==> src/verilog/xcvr_ctl_pkg.sv <==
// Constants for the transceiver control/status and rate-select block
package xcvr_ctl_pkg;
  // ==========================================================
  // Register offsets and reset values
  localparam logic [7:0] OFS_CONTROL_AND_STATUS      = 8'h6e;
  localparam logic [7:0] OFS_APPLICATION_SELECT_MODE = 8'h6f;
  localparam logic [7:0] RST_CONTROL_AND_STATUS      = 8'h00;
  localparam logic [7:0] RST_APPLICATION_SELECT_MODE = 8'h00;
  localparam logic [7:0] READ_UNMAPPED               = 8'h00;
  // ==========================================================
  // Control and status bit positions
  localparam int BIT_TX_DISABLE_PIN_STATE = 7;
  localparam int BIT_SOFT_TRANSMIT_OFF    = 6;
  localparam int BIT_RATE_SEL_B_STATE     = 5;
  localparam int BIT_RATE_SEL_A_STATE     = 4;
  localparam int BIT_SOFT_RATE_SEL_A      = 3;
  localparam int BIT_TRANSMIT_FAULT_STATE = 2;
  localparam int BIT_SIGNAL_LOST_STATE    = 1;
  localparam int BIT_POWER_ON_BUSY        = 0;
  // ==========================================================
  // Application select fields
  localparam int MODE_MSB      = 7;
  localparam int MODE_LSB      = 6;
  localparam int TABLE_SEL_W   = 6;
  localparam int RATE_PAIR_W   = 2;
  localparam logic [1:0] MODE_EMULATION = 2'h0;
  localparam logic [1:0] MODE_HARDWARE  = 2'h1;
  localparam logic       POR_BUSY_RESET = 1'b1;
endpackage
==> src/verilog/rate_table.sv <==
// Rate pair lookup memory for software mode, registered read
`timescale 1ns/1ns
module rate_table #(
  parameter int DEPTH = 64,
  parameter int WIDTH = 2,
  parameter int AW    = 6
) (
  input  wire logic             mclk,
  input  wire logic             rst_n,
  input  wire logic             wr_en,
  input  wire logic [AW-1:0]    wr_idx,
  input  wire logic [WIDTH-1:0] wr_data,
  input  wire logic [AW-1:0]    rd_idx,
  output logic      [WIDTH-1:0] rd_data
);
  // ==========================================================
  // Elaboration check
  if (DEPTH != (1 << AW)) begin : g_bad_depth
    $error("rate_table: DEPTH must equal 2**AW");
  end

  typedef struct packed {
    logic [DEPTH-1:0][WIDTH-1:0] mem;
    logic [WIDTH-1:0]            rd;
  } tbl_state_t;

  tbl_state_t s_r;
  tbl_state_t s_nxt;

  // ==========================================================
  // Storage
  always_comb begin
    s_nxt    = s_r;
    s_nxt.rd = s_r.mem[rd_idx];
    if (wr_en) begin
      s_nxt.mem[wr_idx] = wr_data;
    end
  end

  // Cleared entries give a defined low rate before software loads the table
  always_ff @(posedge mclk) begin
    if (!rst_n) begin
      s_r <= '0;
    end else begin
      s_r <= s_nxt;
    end
  end

  assign rd_data = s_r.rd;
endmodule // rate_table

==> src/verilog/transceiver_control_rate_select.sv <==
// Control/status byte and application-select rate steering
`timescale 1ns/1ns
module transceiver_control_rate_select #(
  parameter int TABLE_DEPTH = 64
) (
  input  wire logic       mclk,
  input  wire logic       rst_n,
  input  wire logic [7:0] reg_addr,
  input  wire logic       reg_wr_en,
  input  wire logic [7:0] reg_wr_data,
  input  wire logic       reg_rd_en,
  output logic      [7:0] reg_rd_data,
  input  wire logic       table_wr_en,
  input  wire logic [5:0] table_wr_idx,
  input  wire logic [1:0] table_wr_data,
  input  wire logic       transmit_off_pin,
  input  wire logic       transmit_fault_pin,
  input  wire logic       receive_signal_lost_pin,
  input  wire logic       rate_sel_a_pin,
  input  wire logic       rate_sel_b_pin,
  input  wire logic       tx_soft_rate_bit,
  input  wire logic       adc_all_converted,
  output logic            laser_off,
  output logic            receive_rate_output,
  output logic            transmit_rate_output
);
  // ==========================================================
  // Elaboration check
  if (TABLE_DEPTH != (1 << xcvr_ctl_pkg::TABLE_SEL_W)) begin : g_bad_depth
    $error("TABLE_DEPTH must match the table-select field");
  end

  typedef struct packed {
    logic       tx_disable_pin_state;
    logic       soft_transmit_off;
    logic       rate_sel_b_input_state;
    logic       rate_sel_a_input_state;
    logic       soft_rate_sel_a;
    logic       transmit_fault_state;
    logic       signal_lost_state;
    logic       power_on_busy;
    logic [7:0] application_select_mode;
    logic       laser_off;
    logic       rx_rate;
    logic       tx_rate;
    logic [7:0] rd_data;
  } ctl_state_t;

  ctl_state_t st_r;
  ctl_state_t st_nxt;
  logic [1:0] tbl_rd_data;
  logic [7:0] control_and_status;
  logic [1:0] mode;

  assign mode = st_r.application_select_mode[xcvr_ctl_pkg::MODE_MSB:xcvr_ctl_pkg::MODE_LSB];

  // ==========================================================
  // Software-mode lookup
  rate_table #(
    .DEPTH (TABLE_DEPTH),
    .WIDTH (xcvr_ctl_pkg::RATE_PAIR_W),
    .AW    (xcvr_ctl_pkg::TABLE_SEL_W)
  ) u_rate_table (
    .mclk    (mclk),
    .rst_n   (rst_n),
    .wr_en   (table_wr_en),
    .wr_idx  (table_wr_idx),
    .wr_data (table_wr_data),
    .rd_idx  (st_r.application_select_mode[xcvr_ctl_pkg::TABLE_SEL_W-1:0]),
    .rd_data (tbl_rd_data)
  );

  // ==========================================================
  // Register image
  always_comb begin
    control_and_status = {st_r.tx_disable_pin_state, st_r.soft_transmit_off,
                          st_r.rate_sel_b_input_state, st_r.rate_sel_a_input_state,
                          st_r.soft_rate_sel_a, st_r.transmit_fault_state,
                          st_r.signal_lost_state, st_r.power_on_busy};
  end

  // ==========================================================
  // Next state
  always_comb begin
    st_nxt = st_r;
    st_nxt.tx_disable_pin_state   = transmit_off_pin;
    st_nxt.rate_sel_b_input_state = rate_sel_b_pin;
    st_nxt.rate_sel_a_input_state = rate_sel_a_pin;
    st_nxt.transmit_fault_state   = transmit_fault_pin;
    st_nxt.signal_lost_state      = receive_signal_lost_pin;
    // Once cleared it stays clear until the next reset
    if (adc_all_converted) begin
      st_nxt.power_on_busy = 1'b0;
    end
    if (reg_wr_en && reg_addr == xcvr_ctl_pkg::OFS_CONTROL_AND_STATUS) begin
      st_nxt.soft_transmit_off = reg_wr_data[xcvr_ctl_pkg::BIT_SOFT_TRANSMIT_OFF];
      st_nxt.soft_rate_sel_a   = reg_wr_data[xcvr_ctl_pkg::BIT_SOFT_RATE_SEL_A];
    end
    if (reg_wr_en && reg_addr == xcvr_ctl_pkg::OFS_APPLICATION_SELECT_MODE) begin
      st_nxt.application_select_mode = reg_wr_data;
    end
    // Laser shutdown follows the pin directly, not the one-cycle-old mirror
    st_nxt.laser_off = transmit_off_pin | st_r.soft_transmit_off;
    if (mode[1]) begin
      // Table read is registered, so a new selection lands one cycle later
      st_nxt.rx_rate = tbl_rd_data[0];
      st_nxt.tx_rate = tbl_rd_data[1];
    end else if (mode == xcvr_ctl_pkg::MODE_HARDWARE) begin
      st_nxt.rx_rate = rate_sel_a_pin;
      st_nxt.tx_rate = rate_sel_b_pin;
    end else begin
      st_nxt.rx_rate = rate_sel_a_pin | st_r.soft_rate_sel_a;
      st_nxt.tx_rate = tx_soft_rate_bit;
    end
    if (reg_rd_en) begin
      unique case (reg_addr)
        xcvr_ctl_pkg::OFS_CONTROL_AND_STATUS:      st_nxt.rd_data = control_and_status;
        xcvr_ctl_pkg::OFS_APPLICATION_SELECT_MODE: st_nxt.rd_data = st_r.application_select_mode;
        default:                                   st_nxt.rd_data = xcvr_ctl_pkg::READ_UNMAPPED;
      endcase
    end
  end

  always_ff @(posedge mclk) begin
    if (!rst_n) begin
      st_r <= '0;
      st_r.power_on_busy <= xcvr_ctl_pkg::POR_BUSY_RESET;
      st_r.application_select_mode <= xcvr_ctl_pkg::RST_APPLICATION_SELECT_MODE;
    end else begin
      st_r <= st_nxt;
    end
  end

  assign reg_rd_data          = st_r.rd_data;
  assign laser_off            = st_r.laser_off;
  assign receive_rate_output  = st_r.rx_rate;
  assign transmit_rate_output = st_r.tx_rate;

  // ==========================================================
  // Checks
  // Pin bits 7, 5 and 4 are checked against the pin two edges back: mirror flop, then read flop
  AST_TX_DISABLE_PIN_STATE_READ: assert property (@(posedge mclk) disable iff (!rst_n)
    reg_rd_en && reg_addr == xcvr_ctl_pkg::OFS_CONTROL_AND_STATUS && $past(rst_n)
      |=> reg_rd_data[xcvr_ctl_pkg::BIT_TX_DISABLE_PIN_STATE] == $past(transmit_off_pin, 2))
    else $error("status bit 7 does not show transmit-off pin");
  AST_LASER_OFF: assert property (@(posedge mclk) disable iff (!rst_n)
    (transmit_off_pin || st_r.soft_transmit_off) |=> laser_off)
    else $error("laser not shut off");
  AST_LASER_ON: assert property (@(posedge mclk) disable iff (!rst_n)
    !transmit_off_pin && !st_r.soft_transmit_off |=> !laser_off)
    else $error("laser held off without cause");
  AST_SOFT_OFF_WR: assert property (@(posedge mclk) disable iff (!rst_n)
    reg_wr_en && reg_addr == xcvr_ctl_pkg::OFS_CONTROL_AND_STATUS
      |=> st_r.soft_transmit_off == $past(reg_wr_data[xcvr_ctl_pkg::BIT_SOFT_TRANSMIT_OFF]))
    else $error("soft transmit-off bit not written");
  AST_SOFT_HOLD: assert property (@(posedge mclk) disable iff (!rst_n)
    !(reg_wr_en && reg_addr == xcvr_ctl_pkg::OFS_CONTROL_AND_STATUS)
      |=> $stable(st_r.soft_transmit_off) && $stable(st_r.soft_rate_sel_a))
    else $error("soft bit changed without a write");
  AST_RATE_B_STATE: assert property (@(posedge mclk) disable iff (!rst_n)
    reg_rd_en && reg_addr == xcvr_ctl_pkg::OFS_CONTROL_AND_STATUS && $past(rst_n)
      |=> reg_rd_data[xcvr_ctl_pkg::BIT_RATE_SEL_B_STATE] == $past(rate_sel_b_pin, 2))
    else $error("second rate input not reported");
  AST_RATE_A_STATE: assert property (@(posedge mclk) disable iff (!rst_n)
    reg_rd_en && reg_addr == xcvr_ctl_pkg::OFS_CONTROL_AND_STATUS && $past(rst_n)
      |=> reg_rd_data[xcvr_ctl_pkg::BIT_RATE_SEL_A_STATE] == $past(rate_sel_a_pin, 2))
    else $error("first rate input not reported");
  AST_SOFT_RATE_WR: assert property (@(posedge mclk) disable iff (!rst_n)
    reg_wr_en && reg_addr == xcvr_ctl_pkg::OFS_CONTROL_AND_STATUS
      |=> st_r.soft_rate_sel_a == $past(reg_wr_data[xcvr_ctl_pkg::BIT_SOFT_RATE_SEL_A]))
    else $error("soft rate bit not written");
  AST_CTL_READ: assert property (@(posedge mclk) disable iff (!rst_n)
    reg_rd_en && reg_addr == xcvr_ctl_pkg::OFS_CONTROL_AND_STATUS
      |=> reg_rd_data[xcvr_ctl_pkg::BIT_SOFT_TRANSMIT_OFF] == $past(st_r.soft_transmit_off)
          && reg_rd_data[xcvr_ctl_pkg::BIT_SOFT_RATE_SEL_A] == $past(st_r.soft_rate_sel_a)
          && reg_rd_data[xcvr_ctl_pkg::BIT_POWER_ON_BUSY] == $past(st_r.power_on_busy))
    else $error("writable or busy bit read back wrong");
  AST_FAULT_LOS: assert property (@(posedge mclk) disable iff (!rst_n)
    1'b1 |=> st_r.transmit_fault_state == $past(transmit_fault_pin)
             && st_r.signal_lost_state == $past(receive_signal_lost_pin))
    else $error("fault or signal-lost mirror wrong");
  AST_POR_DONE: assert property (@(posedge mclk) disable iff (!rst_n)
    adc_all_converted |=> !st_r.power_on_busy [*3])
    else $error("power-on busy not cleared");
  AST_BUSY_HOLD: assert property (@(posedge mclk) disable iff (!rst_n)
    st_r.power_on_busy && !adc_all_converted |=> st_r.power_on_busy)
    else $error("power-on busy cleared before conversion");
  AST_BUSY_STAYS: assert property (@(posedge mclk) disable iff (!rst_n)
    !st_r.power_on_busy |=> !st_r.power_on_busy)
    else $error("power-on busy set again without reset");
  AST_MODE_WR: assert property (@(posedge mclk) disable iff (!rst_n)
    reg_wr_en && reg_addr == xcvr_ctl_pkg::OFS_APPLICATION_SELECT_MODE
      |=> st_r.application_select_mode == $past(reg_wr_data))
    else $error("application select byte not written");
  AST_MODE_HOLD: assert property (@(posedge mclk) disable iff (!rst_n)
    !(reg_wr_en && reg_addr == xcvr_ctl_pkg::OFS_APPLICATION_SELECT_MODE)
      |=> $stable(st_r.application_select_mode))
    else $error("application select byte changed without a write");
  AST_MODE_READ: assert property (@(posedge mclk) disable iff (!rst_n)
    reg_rd_en && reg_addr == xcvr_ctl_pkg::OFS_APPLICATION_SELECT_MODE
      |=> reg_rd_data == $past(st_r.application_select_mode))
    else $error("application select byte read back wrong");
  AST_UNMAPPED_READ: assert property (@(posedge mclk) disable iff (!rst_n)
    reg_rd_en && reg_addr != xcvr_ctl_pkg::OFS_CONTROL_AND_STATUS
      && reg_addr != xcvr_ctl_pkg::OFS_APPLICATION_SELECT_MODE
      |=> reg_rd_data == xcvr_ctl_pkg::READ_UNMAPPED)
    else $error("unmapped offset did not read as zero");
  AST_RD_HOLD: assert property (@(posedge mclk) disable iff (!rst_n)
    !reg_rd_en |=> $stable(reg_rd_data))
    else $error("read data changed without a read");
  // Busy bit comes back as 1 so the host sees a fresh power-on pass
  AST_RESET_STATE: assert property (@(posedge mclk)
    !rst_n |=> control_and_status[7:1] == xcvr_ctl_pkg::RST_CONTROL_AND_STATUS[7:1]
               && st_r.power_on_busy == xcvr_ctl_pkg::POR_BUSY_RESET
               && st_r.application_select_mode == xcvr_ctl_pkg::RST_APPLICATION_SELECT_MODE
               && !laser_off && !receive_rate_output && !transmit_rate_output)
    else $error("state after reset wrong");
  AST_EMU_RX: assert property (@(posedge mclk) disable iff (!rst_n)
    mode == xcvr_ctl_pkg::MODE_EMULATION
      |=> receive_rate_output == ($past(rate_sel_a_pin) | $past(st_r.soft_rate_sel_a))
          && transmit_rate_output == $past(tx_soft_rate_bit))
    else $error("emulation mode steering wrong");
  AST_HW_MODE: assert property (@(posedge mclk) disable iff (!rst_n)
    mode == xcvr_ctl_pkg::MODE_HARDWARE |=> receive_rate_output == $past(rate_sel_a_pin)
                                            && transmit_rate_output == $past(rate_sel_b_pin))
    else $error("hardware mode steering wrong");
  AST_SW_MODE: assert property (@(posedge mclk) disable iff (!rst_n)
    mode[1] |=> {transmit_rate_output, receive_rate_output} == $past(tbl_rd_data))
    else $error("software mode output not from table");
endmodule // transceiver_control_rate_select

==> config.mk <==
export PLATFORM = sky130hd
export DESIGN_NAME = transceiver_control_rate_select
export DESIGN_NICKNAME = d
export VERILOG_FILES = /design/src/verilog/xcvr_ctl_pkg.sv /design/src/verilog/rate_table.sv /design/src/verilog/transceiver_control_rate_select.sv
export SDC_FILE = /design/constraint.sdc
export NUM_CORES = 1
export LEC_CHECK = 0
export ABC_AREA = 1
export BUFFER_PORTS_ARGS = -buffer_cell sky130_fd_sc_hd__buf_2
export CORE_MARGIN = 2
export CORE_UTILIZATION = 55
export CTS_CLUSTER_DIAMETER = 50
export CTS_CLUSTER_SIZE = 10
export DETAILED_ROUTE_END_ITERATION = 12
export GPL_TIMING_DRIVEN = 0
export HOLD_SLACK_MARGIN = 0.03
export PLACE_DENSITY = 0.83
export RECOVER_POWER = 50
export SETUP_SLACK_MARGIN = 0.4
export SLEW_MARGIN = 25
export SYNTH_ARGS = -nofsm -noshare
export SYNTH_HDL_FRONTEND = slang
export SYNTH_SLANG_ARGS = --single-unit
==> constraint.sdc <==
create_clock -name mclk -period 3 [get_ports mclk]
set_clock_uncertainty 0.2 [all_clocks]
set_input_delay 0.15 -clock mclk [delete_from_list [all_inputs] [get_ports mclk]]
set_output_delay 0.15 -clock mclk [all_outputs]
set_load 0.02 [all_outputs]
Word-level counts from Yosys, hierarchy flattened
Index checks and enable logic that the tools add are counted.
{ "word_totals": {"register_bits": 157, "input_bits": 36, "output_inout_bits": 11, "wordCells": 97} }
{ "classes": {"n_lt_le_gt_ge": 3, "eq_ne": 3, "muxes": 8, "n_bitwise": 2, "n_reduce_logical": 3} }
{ "ops": {"columns": ["op", "n"], "rows": [
  ["bitwise mux 128 bit", 1],
  ["== test 8 x 7 -> 1 bit (second input constant)", 2],
  ["case mux 8 bit (2 select lines)", 1],
  ["less-than comparator 6 x 7 -> 1 bit (second input constant)", 2],
  ["binary-select mux 2 bit (select 6 bit)", 1],
  ["demux 2 bit (select 6 bit)", 1],
  ["two-way mux 2 bit", 4],
  ["greater-or-equal comparator 6 x 1 -> 1 bit (second input constant)", 1],
  ["logical AND 1 bit", 3],
  ["== test 2 x 1 -> 1 bit (second input constant)", 1],
  ["OR 1 bit", 2]
]} }

Longest topological paths before layout
Gate-level depths: netlist of run 1.
{ "logic_depth": {"depth_word": 5, "ltp_mapped": 11, "mapped_depth_nobuf": 9} }

Hierarchy
Synthesis of run 1 repeated with hierarchy kept, for this count alone.
{ "hier_totals": {"cells_unflattened": 1031, "hier_area_um2": 7322.0} }
{ "modules_own_cells": {"columns": ["module", "instances", "cells_each", "area_each_um2", "seq_area_each_um2"], "rows": [
  ["rate_table", 1, 858, 6067.1, 2602.5],
  ["transceiver_control_rate_select", 1, 173, 1255.0, 540.5]
]} }

Worst setup path before layout of run 1
No wires, ideal clock.
{ "synth_path": {"kind": "reg-to-reg", "startpoint": "register st_r[12] (netlist bit)", "endpoint": "register u_rate_table.s_r, in the netlist u_rate_table.rd_data[1]", "setup_ns": 0.132, "arrival_time_ns": 1.143, "required_time_ns": 2.668, "setup_slack_ns": 1.525, "path_stages_with_launch": 10, "path_buffers": 2, "period_less_slack_ns": 1.475, "cell_sequence": "dfxtp_1 buf_2 clkbuf_1 nand3_1 nand3_1 nand2_1 nand2_1 nand3_1 nand3_1 a21oi_1"} }
{ "synth_between": {"elab_chain_len": 2} }
{ "synth_lines": {"columns": ["element", "line", "rtl"], "rows": [
  ["start: declaration", "transceiver_control_rate_select.sv:49", "ctl_state_t st_r;"],
  ["start signal: assignment", "transceiver_control_rate_select.sv:130", "st_r <= st_nxt;"],
  ["binary-select mux 2 bit (select 6 bit)", "rate_table.sv:34", "s_nxt.rd = s_r.mem[rd_idx];"],
  ["two-way mux 2 bit (implied by the code)", "rate_table.sv:34", null],
  ["end signal: assignment", "rate_table.sv:45", "s_r <= s_nxt;"],
  ["end: declaration", "rate_table.sv:27", "tbl_state_t s_r;"]
]} }
No other way between the ends. The select of a mux whose other input is x is not followed.
A chain may end at the register's enable or synchronous reset.

Worst setup path in the final report of run 1
{ "layout_path": {"startpoint": "register st_r[13] (netlist bit)", "endpoint": "register u_rate_table.s_r, in the netlist u_rate_table.rd_data[1]"} }
Same word-level chain as after synthesis.

==> results by group, run 1 <==
Synth
  • Post-Syn Nets: approximately 1200
  • Syn Std Cell Area: 0.00739 mm2
  • Ys Warns: 0
  • Mean Syn Cell Area: 6.40 um2
  • Library cells used by synthesis: 19
  • Sequential share of the synthesized area: 42.6%
  • Syn Inst Count: 1154
  • #FFs+latches synth: 157

Pwr
  • Pleak: roughly 3.7 nW
  • VDD IR max: 431 uV
  • Power per Cell Area: 545 mW/mm2
  • Power, Total: between 4 and 5 mW

Detailed routing
  • Routed via count: about 7900
  • Final WL: 23000 um
  • Post-route ant nets: 0
  • Number of remaining DRC errors: 0
  • Initial DRC count: 1054
  • Via density: between 5 and 6
  • Routed len/inst: 16.1 um
  • DRT Pass-1 Iters: 6

Setup path
  • Critical path class: flip-flop to flip-flop
  • R2R Setup Slk: 0.30 ns
  • Reg-to-reg endpoint: u_rate_table.rd_data[1]
  • Worst Path Required: roughly 3 ns
  • CP arrival: 2.79 ns
  • Reg2Reg Depth: 9
  • Crit path max fanout: 10
  • Crit. End Element: flip-flop
  • Critical path launch point type: flip-flop
  • RR Startpoint: st_r[13]

Min path
  • HP Class: input pin to flip-flop
  • Min-delay src: table_wr_data[0]
  • End of the worst hold path: u_rate_table.s_r[124]
  • Worst Hold Depth: 3

Clocking
  • Setup Fix Bufs, Post-CTS: 0
  • Worst-path clk slew: 0.06 ns
  • CTS resizes: 0
  • Clk_lat worst skew: 0.44 ns
  • CTS tree: yes
  • Clock Tree Buf Depth: 2
  • Number of CTS-inserted buffers: 17
  • H-tree depth: 4
  • TritonCTS sink count: roughly 160
  • Clock Tree Root: clkbuf_16

Floorplan
  • I/O Pins: 47
  • Die Ht: 120 um
  • Initial Utilization: 56.0%
  • Die X: 120 um
  • Placeable Area: 0.0132 mm2
  • DIE AREA: 0.0144 mm2
  • Num rows: 42

Finish
  • Fraction of layout cells with a size suffix above 1: 7.05%
  • Layout Nets: 1272
  • Post-layout util: 65.5%
  • Synth-to-Final Area Change: 16.9%
  • Filler Cell Count: 1179
  • Antenna cells: 0

STA
  • Max Slew Vio Count: 0
  • TNS Setup: 0 ns
  • RSZ-0062 raised after global routing: no
  • Setup violation total in the final timing report: 0
  • Minimum clock period: between 2 and 3 ns
  • Final hold slack: about 0.080 ns
  • Final Hold Fails: 0
  • Final worst slack: 0.299 ns
  • Max-slew headroom: 47.4%
  • Tcrit/Tclk final: 90.0%
  • Worst slew pin tran: approximately 0.79 ns
  • Max Fclk: approximately 370 MHz

Global route
  • Vias in the first global route: 7173
  • Overflow after GRT: 0
  • Largest net degree at the start of global routing: 17
  • Initial antenna violation count: 0
  • Overall global routing resource usage: 32.6%
  • First-pass GRT wire length: 36100 um

Placement
  • Hpwl dp: about 15000 um
  • Pre-CTS setup slack: roughly 0.9 ns
  • Global placer's final weighted congestion: 0.954
  • Buffers added on ports: 42

Status
  • Status: completed

Run
  • Max-cap violations: 0
## area by class of cell
cell class              count  area, um2  area share, %
flip-flops and latches    157       3140           36.4
multi-input cells         821       3460           40.1
plain buffers              67        364           4.22
clock inverters             6        130           1.51
well taps                 176        220           2.55
clock buffers              26        499           5.78
repair buffers             63        405           4.70
inverters                 109        409           4.74
## power by group
part	internal [mW]	total, mW	switching [mW]	leakage, nW
Combinational	0.0788	0.248	0.169	2.11
Clock	1.48	2.34	0.859	0.309
Sequential	2.11	2.12	0.0109	1.27
Total	3.67	4.71	1.04	3.69
## stage by stage
step	cell area, um2	cells
floorplan	7390	1154
global placement	7820	1372
detailed placement	7820	1372
CTS	8660	1425
global route	8630	1425
finish	8630	1425
## cells in the mapped netlist
library cell	n	share of area, %
a211oi_1	1	0.10
a21oi_1	12	0.81
buf_1	13	0.66
buf_2	12	0.81
buf_4	14	1.4
buf_6	7	1.1
clkbuf_1	21	1.1
clkinv_1	2	0.10
dfxtp_1	157	43
inv_1	105	5.3
inv_2	2	0.10
nand2_1	183	9.3
nand3_1	112	7.6
nor2_1	343	17
nor3_1	11	0.75
nor3b_1	1	0.10
o211ai_1	1	0.10
o21ai_0	154	10
o22ai_1	3	0.25
## critical path, stage by stage, from the launching register on
cell and delay (ns):
dfxtp_1 0.30, clkbuf_1 0.45, clkinv_1 0.53, clkbuf_1 0.44, nand3_1 0.19, nand2_1 0.06, nand2_1 0.06, nand3_1 0.12
nand3_1 0.11, a21oi_1 0.09
## layout by cell type, fill, tap and decap left out
cell type	count
buf_1	12
buf_2	39
clkbuf_16	17
clkbuf_1	43
buf_4	13
a211oi_1	1
nand3_1	112
buf_6	7
o21ai_0	154
clkinv_2	2
nor2_1	343
dfxtp_1	157
o22ai_1	3
inv_1	105
nand2_1	183
inv_2	2
clkinv_1	2
bufinv_16	4
o211ai_1	1
nor3b_1	1
dlygate4sd3_1	21
a21oi_1	12
clkbuf_8	4
nor3_1	11
## logic make-up (layout without fill, tap and decap cells)
| kind of cell | Yosys count | count (layout) | share of synthesized area (%) |
|---|---|---|---|
| buffers and inverters | 176 | 271 | 10.6 |
| AO/OA/AOI/OAI | 171 | 171 | 11.7 |
| AND/OR/NAND/NOR | 650 | 650 | 35.2 |
| flip-flops | 157 | 157 | 42.6 |
## state kept, by name (all words and copies together) (netlist names)
register and cells:
u_rate_table.s_r 128, control_and_status 8, reg_rd_data 8, st_r 6, mode 2, u_rate_table.rd_data 2
laser_off 1, receive_rate_output 1, transmit_rate_output 1
## worst max path at each step
stage	startpoint	to	slack, ns	cells past startpoint
6_report	st_r[13]	u_rate_table.rd_data[1]	0.30	9
5_1_grt	st_r[13]	u_rate_table.rd_data[1]	0.27	9
4_1_cts	rst_n	control_and_status[3]	0.67	7
3_5_place_dp	st_r[12]	u_rate_table.rd_data[1]	0.88	9
3_3_place_gp	st_r[12]	u_rate_table.rd_data[1]	0.88	9
2_1_floorplan	st_r[12]	u_rate_table.rd_data[1]	1.53	9
## what timing repair did
| item | 4_1_cts | 5_1_grt |
|---|---|---|
| endpoints found under the hold margin | 24 | 0 |
| setup endpoints to repair | 0 | 0 |
| hold buffers | 21 | 0 |
## metal layers
layer | vias to the layer above | track usage (%) | share of wire (%)
met4 | 0 | 17.4 | 4.7
met1 | 3525 | 41.9 | 40
met2 | 501 | 51.7 | 45
li1 | 3797 | - | -
met3 | 87 | 6.65 | 11
met5 | - | 0 | 0
(Power assumes the default switching activity.)
==> run 2, diff against run 1 <==
--- a/config.mk
+++ b/config.mk
@@ -7,14 +7,15 @@
 export LEC_CHECK = 0
 export ABC_AREA = 1
 export BUFFER_PORTS_ARGS = -buffer_cell sky130_fd_sc_hd__buf_2
+export CORE_ASPECT_RATIO = 0.5
 export CORE_MARGIN = 2
-export CORE_UTILIZATION = 55
+export CORE_UTILIZATION = 37
 export CTS_CLUSTER_DIAMETER = 50
 export CTS_CLUSTER_SIZE = 10
 export DETAILED_ROUTE_END_ITERATION = 12
 export GPL_TIMING_DRIVEN = 0
 export HOLD_SLACK_MARGIN = 0.03
-export PLACE_DENSITY = 0.83
+export PLACE_DENSITY = 0.63
 export RECOVER_POWER = 50
 export SETUP_SLACK_MARGIN = 0.4
 export SLEW_MARGIN = 25
==> run 2 against run 1 <==
  * Core utilization fell by 21 points
  * Setup slack better by 0.24 ns
  * Global-route usage fell by 8.6 points
  * Largest power group unchanged
  * Worst hold slack worse by 0.0050 ns
  * Non-clock buffer count down 1
  * Clock power down 8.5%
  * Critical endpoint is now control_and_status[6]
  * Die area rose by 47%
==> results by group, run 2 (same netlist as run 1, synthesis figures left out) <==
STA
  • Max Slew Vio Count: 0 (unchanged)
  • Final hold slack: 0.0746 ns (-0.00501 ns)
  • Worst slew pin tran: 0.835 ns (+0.0476 ns)
  • TNS Setup: 0 ns (unchanged)
  • Max Fclk: 407 MHz (+9.9%)
  • Tcrit/Tclk final: 81.9% (-8.1 points)
  • Max-slew headroom: 44.3% (-3.0 points)
  • Setup violation total in the final timing report: 0 (unchanged)
  • Minimum clock period: 2.46 ns (-0.243 ns)
  • Final Hold Fails: 0 (unchanged)
  • RSZ-0062 raised after global routing: no

Finish
  • Commonest non-fill, non-tap cell in the layout: nor2_1
  • Largest Register: u_rate_table.s_r
  • Most frequent cells in the layout: 343 x nor2_1, 183 x nand2_1, 157 x dfxtp_1
  • Max reg flops: 128 (unchanged)
  • Layout Nets: 1271 (-0.079%)
  • Fraction of layout cells with a size suffix above 1: 7.29% (+0.25 points)
  • Post-layout util: 44.5% (-21 points)
  • Filler Cell Count: 1946 (+65%)
  • Antenna cells: 0 (unchanged)
  • Synth-to-Final Area Change: 17.6%

Setup path
  • R2R Setup Slk: 0.67 ns (+0.37 ns)
  • Crit. End Element: flip-flop
  • Critical path class: input pin to flip-flop
  • Crit-path cells: dlygate4sd3_1 > clkbuf_1 > clkbuf_1 > o21ai_0 > dlygate4sd3_1 > a21oi_1 > dlygate4sd3_1
  • Crit path max fanout: 10 (unchanged)
  • CP dominant cell by count: dlygate4sd3_1
  • Reg2Reg Depth: 9 (unchanged)
  • Max stage delay cell, worst path: dlygate4sd3_1
  • Critical path launch point type: input pin
  • CP arrival: 2.64 ns (-0.15 ns)
  • Worst Path Required: 3.18 ns (+0.09 ns)
  • Reg-to-reg endpoint: u_rate_table.rd_data[0]
  • Worst Setup EP: control_and_status[6]
  • Max incr delay on CP: 0.59 ns (+0.06 ns)
  • Setup crit start: rst_n
  • RR Startpoint: st_r[13]

Global route
  • Largest net degree at the start of global routing: 17 (unchanged)
  • Met3 Resource Use GR: 4.98% (-1.7 points)
  • First-pass GRT wire length: 38900 um (+7.7%)
  • Vias in the first global route: 7329 (+2.2%)
  • Overflow after GRT: 0 (unchanged)
  • GR peak layer: met2
  • Initial antenna violation count: 0 (unchanged)
  • GR met1 Demand/Resource: 31.8% (-10 points)
  • GRT met2 Usage: 38.0% (-14 points)
  • Overall global routing resource usage: 24.1% (-8.6 points)

Min path
  • Worst Hold Depth: 6 (+3)
  • HP Class: input pin to flip-flop

Clocking
  • CTS resizes: 0 (unchanged)
  • Clk_lat worst skew: 0.43 ns (about the same)
  • TritonCTS sink count: 157 (unchanged)
  • Clock Tree Buf Depth: 2 (unchanged)
  • H-tree depth: 4 (unchanged)
  • Hold Buf Count CTS: 20 (-4.8%)
  • Worst-path clk slew: 0.06 ns (about the same)
  • Number of CTS-inserted buffers: 17 (unchanged)
  • Clock Tree Root: clkbuf_16
  • Setup Fix Bufs, Post-CTS: 0 (unchanged)
  • CTS tree: yes

Placement
  • Buffers added on ports: 42 (unchanged)
  • Hpwl dp: 16500 um (+12%)
  • Global placer's final weighted congestion: 0.854 (-10%)

Pwr
  • VDD IR max: 348 uV (-19%)
  • Psw: 1.10 mW (+5.6%)
  • Power per Cell Area: 520 mW/mm2 (-4.7%)
  • Comb pwr share: 5.6% (+0.3 points)
  • Clock Power Share: 47.4% (-2.3 points)
  • Pleak: 3.64 nW (-1.3%)
  • Internal: 3.42 mW (-6.9%)
  • Sw Share: 24.3% (+2.2 points)
  • Sequential share of power: 47.0% (+1.9 points)

Detailed routing
  • Post-route ant nets: 0 (unchanged)
  • Number of remaining DRC errors: 0 (unchanged)
  • DRT Pass-1 Iters: 6 (unchanged)
  • Via density: 5.11 (-8.0%)
  • Routed len/inst: 16.4 um (+1.9%)
  • Initial DRC count: 726 (-31%)
  • Final WL: 24900 um (+8.3%)
  • Routed via count: 7732 (-2.3%)

Floorplan
  • I/O Pins: 47 (unchanged)
  • Num rows: 36 (-14%)
  • Initial Utilization: 37.9% (-18 points)
  • DIE AREA: 0.0212 mm2 (+47%)
  • Die Ht: 104 um (-13%)
  • Die X: 204 um (+70%)
  • Placeable Area: 0.0195 mm2 (+48%)

Status
  • Status: completed

Run
  • Max-cap violations: 0 (unchanged)
run 2: changes by cell type in the layout (fill, tap and decap cells not counted), sizes merged:
cell,delta
clkbuf,-8
clkinvlp,+5
bufinv,-2
clkinv,+2
inv,+2
buf,+1
dlygate4sd3,-1
run 2: worst min-delay path by stage:
| stage | startpoint | to | slack (ns) |
|---|---|---|---|
| finish | reg_addr[0] | reg_rd_data[3] | 0.07 |
| floorplan | rate_sel_a_pin | control_and_status[4] | 0.04 |
| detailed placement | rate_sel_b_pin | control_and_status[5] | 0.15 |
| global route | table_wr_data[0] | u_rate_table.s_r[118] | 0.09 |
| CTS | table_wr_data[0] | u_rate_table.s_r[118] | 0.06 |
| global placement | transmit_fault_pin | control_and_status[2] | 0.15 |
run 2: metal layers:
metal / part of all wire [%] / vias to the layer above
met2: 43 / 319
met1: 45 / 3558
met4: 3.2 / 0
met3: 8.6 / 58
met5: 0 / -
li1: - / 3797
run 2: worst max-delay path, delay by kind of cell:
family / cells / cell delay [ns]
AO/OA/AOI/OAI: 2 / 0.25
buffers and inverters: 5 / 2.24
run 2: stage by stage:
step,cells,instance area (um2),power (mW),setup WS (ns)
3_3_place_gp,1462,7930,2.40,0.823
5_1_grt,1514,8680,4.64,0.421
4_1_cts,1514,8700,4.53,0.594
2_1_floorplan,1154,7390,2.30,1.53
3_5_place_dp,1462,7930,2.40,0.823
6_report,1514,8680,4.51,0.543
run 2: power groups by stage:
stage | logic [mW] | registers (mW) | clock network, mW
floorplan | 0.131 | 2.17 | 0
global placement | 0.232 | 2.17 | 0
detailed placement | 0.233 | 2.17 | 0
CTS | 0.253 | 2.12 | 2.16
global route | 0.280 | 2.12 | 2.24
finish | 0.255 | 2.12 | 2.14
run 2: area by class of cell:
cell class              instances  area (um2)  share of cell area (%)
repair buffers                 62         395                    4.55
clock buffers                  19         433                    4.99
multi-input cells             821        3460                    39.9
clock inverters                13         143                    1.64
inverters                     109         409                    4.71
well taps                     266         333                    3.83
flip-flops and latches        157        3140                    36.2
plain buffers                  67         364                    4.19
==> run 3, diff against run 2 <==
--- a/config.mk
+++ b/config.mk
@@ -5,7 +5,7 @@
 export SDC_FILE = /design/constraint.sdc
 export NUM_CORES = 1
 export LEC_CHECK = 0
-export ABC_AREA = 1
+export ABC_AREA = 0
 export BUFFER_PORTS_ARGS = -buffer_cell sky130_fd_sc_hd__buf_2
 export CORE_ASPECT_RATIO = 0.5
 export CORE_MARGIN = 2
==> constraint.sdc (replaced) <==
create_clock -name mclk -period 2.5 [get_ports mclk]
set_clock_uncertainty 0.2 [all_clocks]
set_input_delay 0.125 -clock mclk [delete_from_list [all_inputs] [get_ports mclk]]
set_output_delay 0.125 -clock mclk [all_outputs]
set_load 0.02 [all_outputs]
==> run 3 against run 2 <==
  * Sequential cell count unchanged
  * Routed wire length shrank 2.0%
  * Clock-buffer cell count stayed put
  * Sequential power grew 19%
  * Register-to-register slack got worse by 0.29 ns
  * Synthesized cell count shrank 24%
  * Die area is 1.5% lower
  * Non-clock buffer count grew 47
  * Combinational power rose by 40%
  * Clock power increased by 31%
  * First-iteration DRC count up 14%
  * Critical path type unchanged
  * Highest routed layer is now met5
==> results by group, run 3 <==
Finish
  • Synth-to-Final Area Change: 23.2%
  • Filler Cell Count: 1896 (-2.6%)
  • Largest Register: u_rate_table.s_r
  • Layout Nets: 1009 (-21%)
  • Fraction of layout cells with a size suffix above 1: 13.4% (+6.1 points)
  • Antenna cells: 0 (unchanged)
  • Most frequent cells in the layout: 177 x nand2_1, 155 x dfxtp_1, 131 x a21oi_1
  • Commonest non-fill, non-tap cell in the layout: nand2_1
  • Multi-input gate area: 0.00372 mm2 (+7.6%)
  • Max reg flops: 128 (unchanged)
  • Post-Layout Cell Count: 1252 (-17%)
  • Sequential cell area: 0.00315 mm2 (+0.16%)

Placement
  • Global placer's final weighted congestion: 0.900 (+5.3%)
  • Hpwl dp: 16500 um (about the same)
  • Buffers added on ports: 42 (unchanged)
  • DP Cell Count: 1183 (-19%)

Synth
  • Synth area leaders: dfxtp_1 43%, mux4_2 9.3%, nand2_1 9.1%, a21oi_1 9.0%, nand3_1 7.0%
  • Mean Syn Cell Area: 8.31 um2 (+30%)
  • Top-area cell type share of the netlist area: 43.2% (+0.68 points)
  • Ys Warns: 0 (unchanged)
  • Compound-Gate Fraction of Synth Area: 14.6% (+2.9 points)
  • Synth Area in Simple Gates: 23.6% (-12 points)
  • Mux cell area share after synthesis: 12.2% (+12 points)
  • Synth Area in XOR/XNOR: 0% (unchanged)
  • Post-Syn Nets: 911 (-23%)
  • Syn Std Cell Area: 0.00727 mm2 (-1.6%)
  • EDFF count, synth: 0 (unchanged)
  • Post-synth top flop: dfxtp_1
  • Adder-Cell Fraction of Synth Area: 0% (unchanged)
  • Syn Inst Count: 875 (-24%)
  • Synth cell count leaders: 177 x nand2_1, 157 x dfxtp_1, 131 x a21oi_1
  • Sequential share of the synthesized area: 43.2% (+0.68 points)
  • Asr flop ratio synth: 0% (unchanged)
  • #FFs+latches synth: 157 (unchanged)
  • Top-count cell post-synth: nand2_1
  • Largest family of logic cells by synthesized area: simple AND/OR/NAND/NOR gates
  • Area leader, netlist: dfxtp_1
  • Library cells used by synthesis: 43 (+24)

STA
  • RSZ-0062 raised after global routing: yes
  • Minimum clock period: 2.24 ns
  • Max Slew Vio Count: 0 (unchanged)
  • Final Hold Fails: 0 (unchanged)
  • Tcrit/Tclk final: 89.4%
  • Max-slew headroom: 42.4% (-1.9 points)
  • TNS Setup: 0 ns (unchanged)
  • Worst slew pin tran: 0.857 ns (+0.0221 ns)
  • Setup violation total in the final timing report: 0 (unchanged)
  • Max Fclk: 447 MHz

Global route
  • GR peak layer: met2
  • Vias in the first global route: 6681 (-8.8%)
  • GR met1 Demand/Resource: 30.1% (-1.7 points)
  • Overflow after GRT: 0 (unchanged)
  • Initial antenna violation count: 0 (unchanged)
  • Met3 Resource Use GR: 5.09% (+0.11 points)
  • GRT met2 Usage: 37.7% (-0.27 points)
  • Overall global routing resource usage: 23.2% (-0.86 points)
  • Largest net degree at the start of global routing: 17 (unchanged)
  • First-pass GRT wire length: 36900 um (-5.3%)

Clocking
  • Clock Tree Buf Depth: 2 (unchanged)
  • H-tree depth: 4 (unchanged)
  • Clk_lat worst skew: 0.44 ns (about the same)
  • TritonCTS sink count: 157 (unchanged)
  • CTS tree: yes
  • Worst-path clk slew: 0.06 ns (about the same)
  • Number of CTS-inserted buffers: 17 (unchanged)
  • Clock Tree Root: clkbuf_16

Floorplan
  • DIE AREA: 0.0209 mm2 (-1.5%)
  • Die X: 202 um (-0.78%)
  • Placeable Area: 0.0194 mm2 (-0.69%)
  • I/O Pins: 47 (unchanged)
  • Initial Utilization: 37.5% (-0.34 points)
  • Die Ht: 103 um (-0.76%)
  • Num rows: 36 (unchanged)

Setup path
  • CP arrival: 2.39 ns (-0.25 ns)
  • Critical path class: input pin to flip-flop
  • Crit. End Element: flip-flop
  • Crit path max fanout: 10 (unchanged)
  • Critical path launch point type: input pin
  • Worst Path Required: 2.66 ns (-0.52 ns)

Detailed routing
  • Final WL: 24400 um (-2.0%)
  • Initial DRC count: 831 (+14%)
  • Via density: 5.73 (+12%)
  • Post-route ant nets: 0 (unchanged)
  • Routed len/inst: 19.5 um (+19%)
  • DRT Pass-1 Iters: 6 (unchanged)
  • Routed via count: 7170 (-7.3%)
  • Number of remaining DRC errors: 0 (unchanged)

Pwr
  • Power per Cell Area: 636 mW/mm2 (+22%)
  • VDD IR max: 486 uV (+40%)
  • Pleak: 2.78 nW (-24%)

Min path
  • HP Class: input pin to flip-flop

Run
  • Max-cap violations: 0 (unchanged)

Status
  • Status: completed
-- run 3: layer usage --
metal / wire length (um) / share of wire (%)
met3: 2320 / 9.5
met1: 10200 / 42
met2: 11100 / 46
met5: 58 / 0.24
met4: 673 / 2.8
-- run 3: path summary, 6_finish.rpt --
path / slack [ns] / endpoint / cells after the start / from
setup / recovery: 0.26 / u_rate_table.s_r[91] / 7 / table_wr_idx[2]
setup reg to reg: 0.38 / u_rate_table.rd_data[0] / 6 / st_r[11]
hold / removal: 0.05 / u_rate_table.rd_data[1] / 4 / rst_n
hold reg to reg: 0.26 / u_rate_table.s_r[6] / 2 / u_rate_table.s_r[6]
-- run 3: final cells by class --
| class | instances | area share [%] |
|---|---|---|
| sequential | 157 | 35.1 |
| tap | 266 | 3.72 |
| inverter | 6 | 0.251 |
| multi-input combinational | 615 | 41.6 |
| buffer | 97 | 5.66 |
| timing repair buffer | 79 | 6.61 |
| clock inverter | 13 | 2.11 |
| clock buffer | 19 | 4.94 |
-- run 3: per-stage QoR --
step | setup WS, ns | cell area [um2] | hold WS, ns | util, % | total power [mW]
after global routing | 0.194 | 8960 | 0.0423 | 46.3 | 5.85
after global placement | -0.177 | 7810 | 0.137 | 40.3 | 2.90
after CTS | 0.352 | 8850 | 0.0325 | 45.7 | 5.68
final | 0.265 | 8960 | 0.0542 | 46.3 | 5.70
after detailed placement | -0.158 | 7810 | 0.137 | 40.3 | 2.91
after floorplan | 0.500 | 7270 | 0.0254 | - | 2.78
-- run 3: worst max-delay path, stage by stage --
cell,delay [ns]
clkbuf_1,0.10
clkbuf_1,0.35
nor4bb_1,0.25
clkbuf_1,0.53
clkbuf_1,0.67
nand3_1,0.19
a21oi_1,0.16
-- run 3: report_power, final --
| group | total (mW) | internal (mW) | switching (mW) |
|---|---|---|---|
| combinational | 0.358 | 0.107 | 0.251 |
| sequential | 2.53 | 2.52 | 0.0105 |
| clock | 2.81 | 1.70 | 1.10 |
| total | 5.70 | 4.33 | 1.37 |
-- run 3: cell families (layout without fill, tap and decap cells) --
kind of cell | Yosys count | after routing
mux | 48 | 48
buf+inv | 103 | 214
simple gates | 370 | 370
flops | 157 | 157
compound gates | 197 | 197
-- run 3: repair_timing --
action | in CTS | in global routing
setup buffers | 3 | 4
resized for setup | 23 | 23
hold buffers | 28 | 0
endpoints found under the hold margin | 38 | 0
cloned | 0 | 2
endpoints found under the setup margin | 11 | 13
pin swaps | 0 | 1
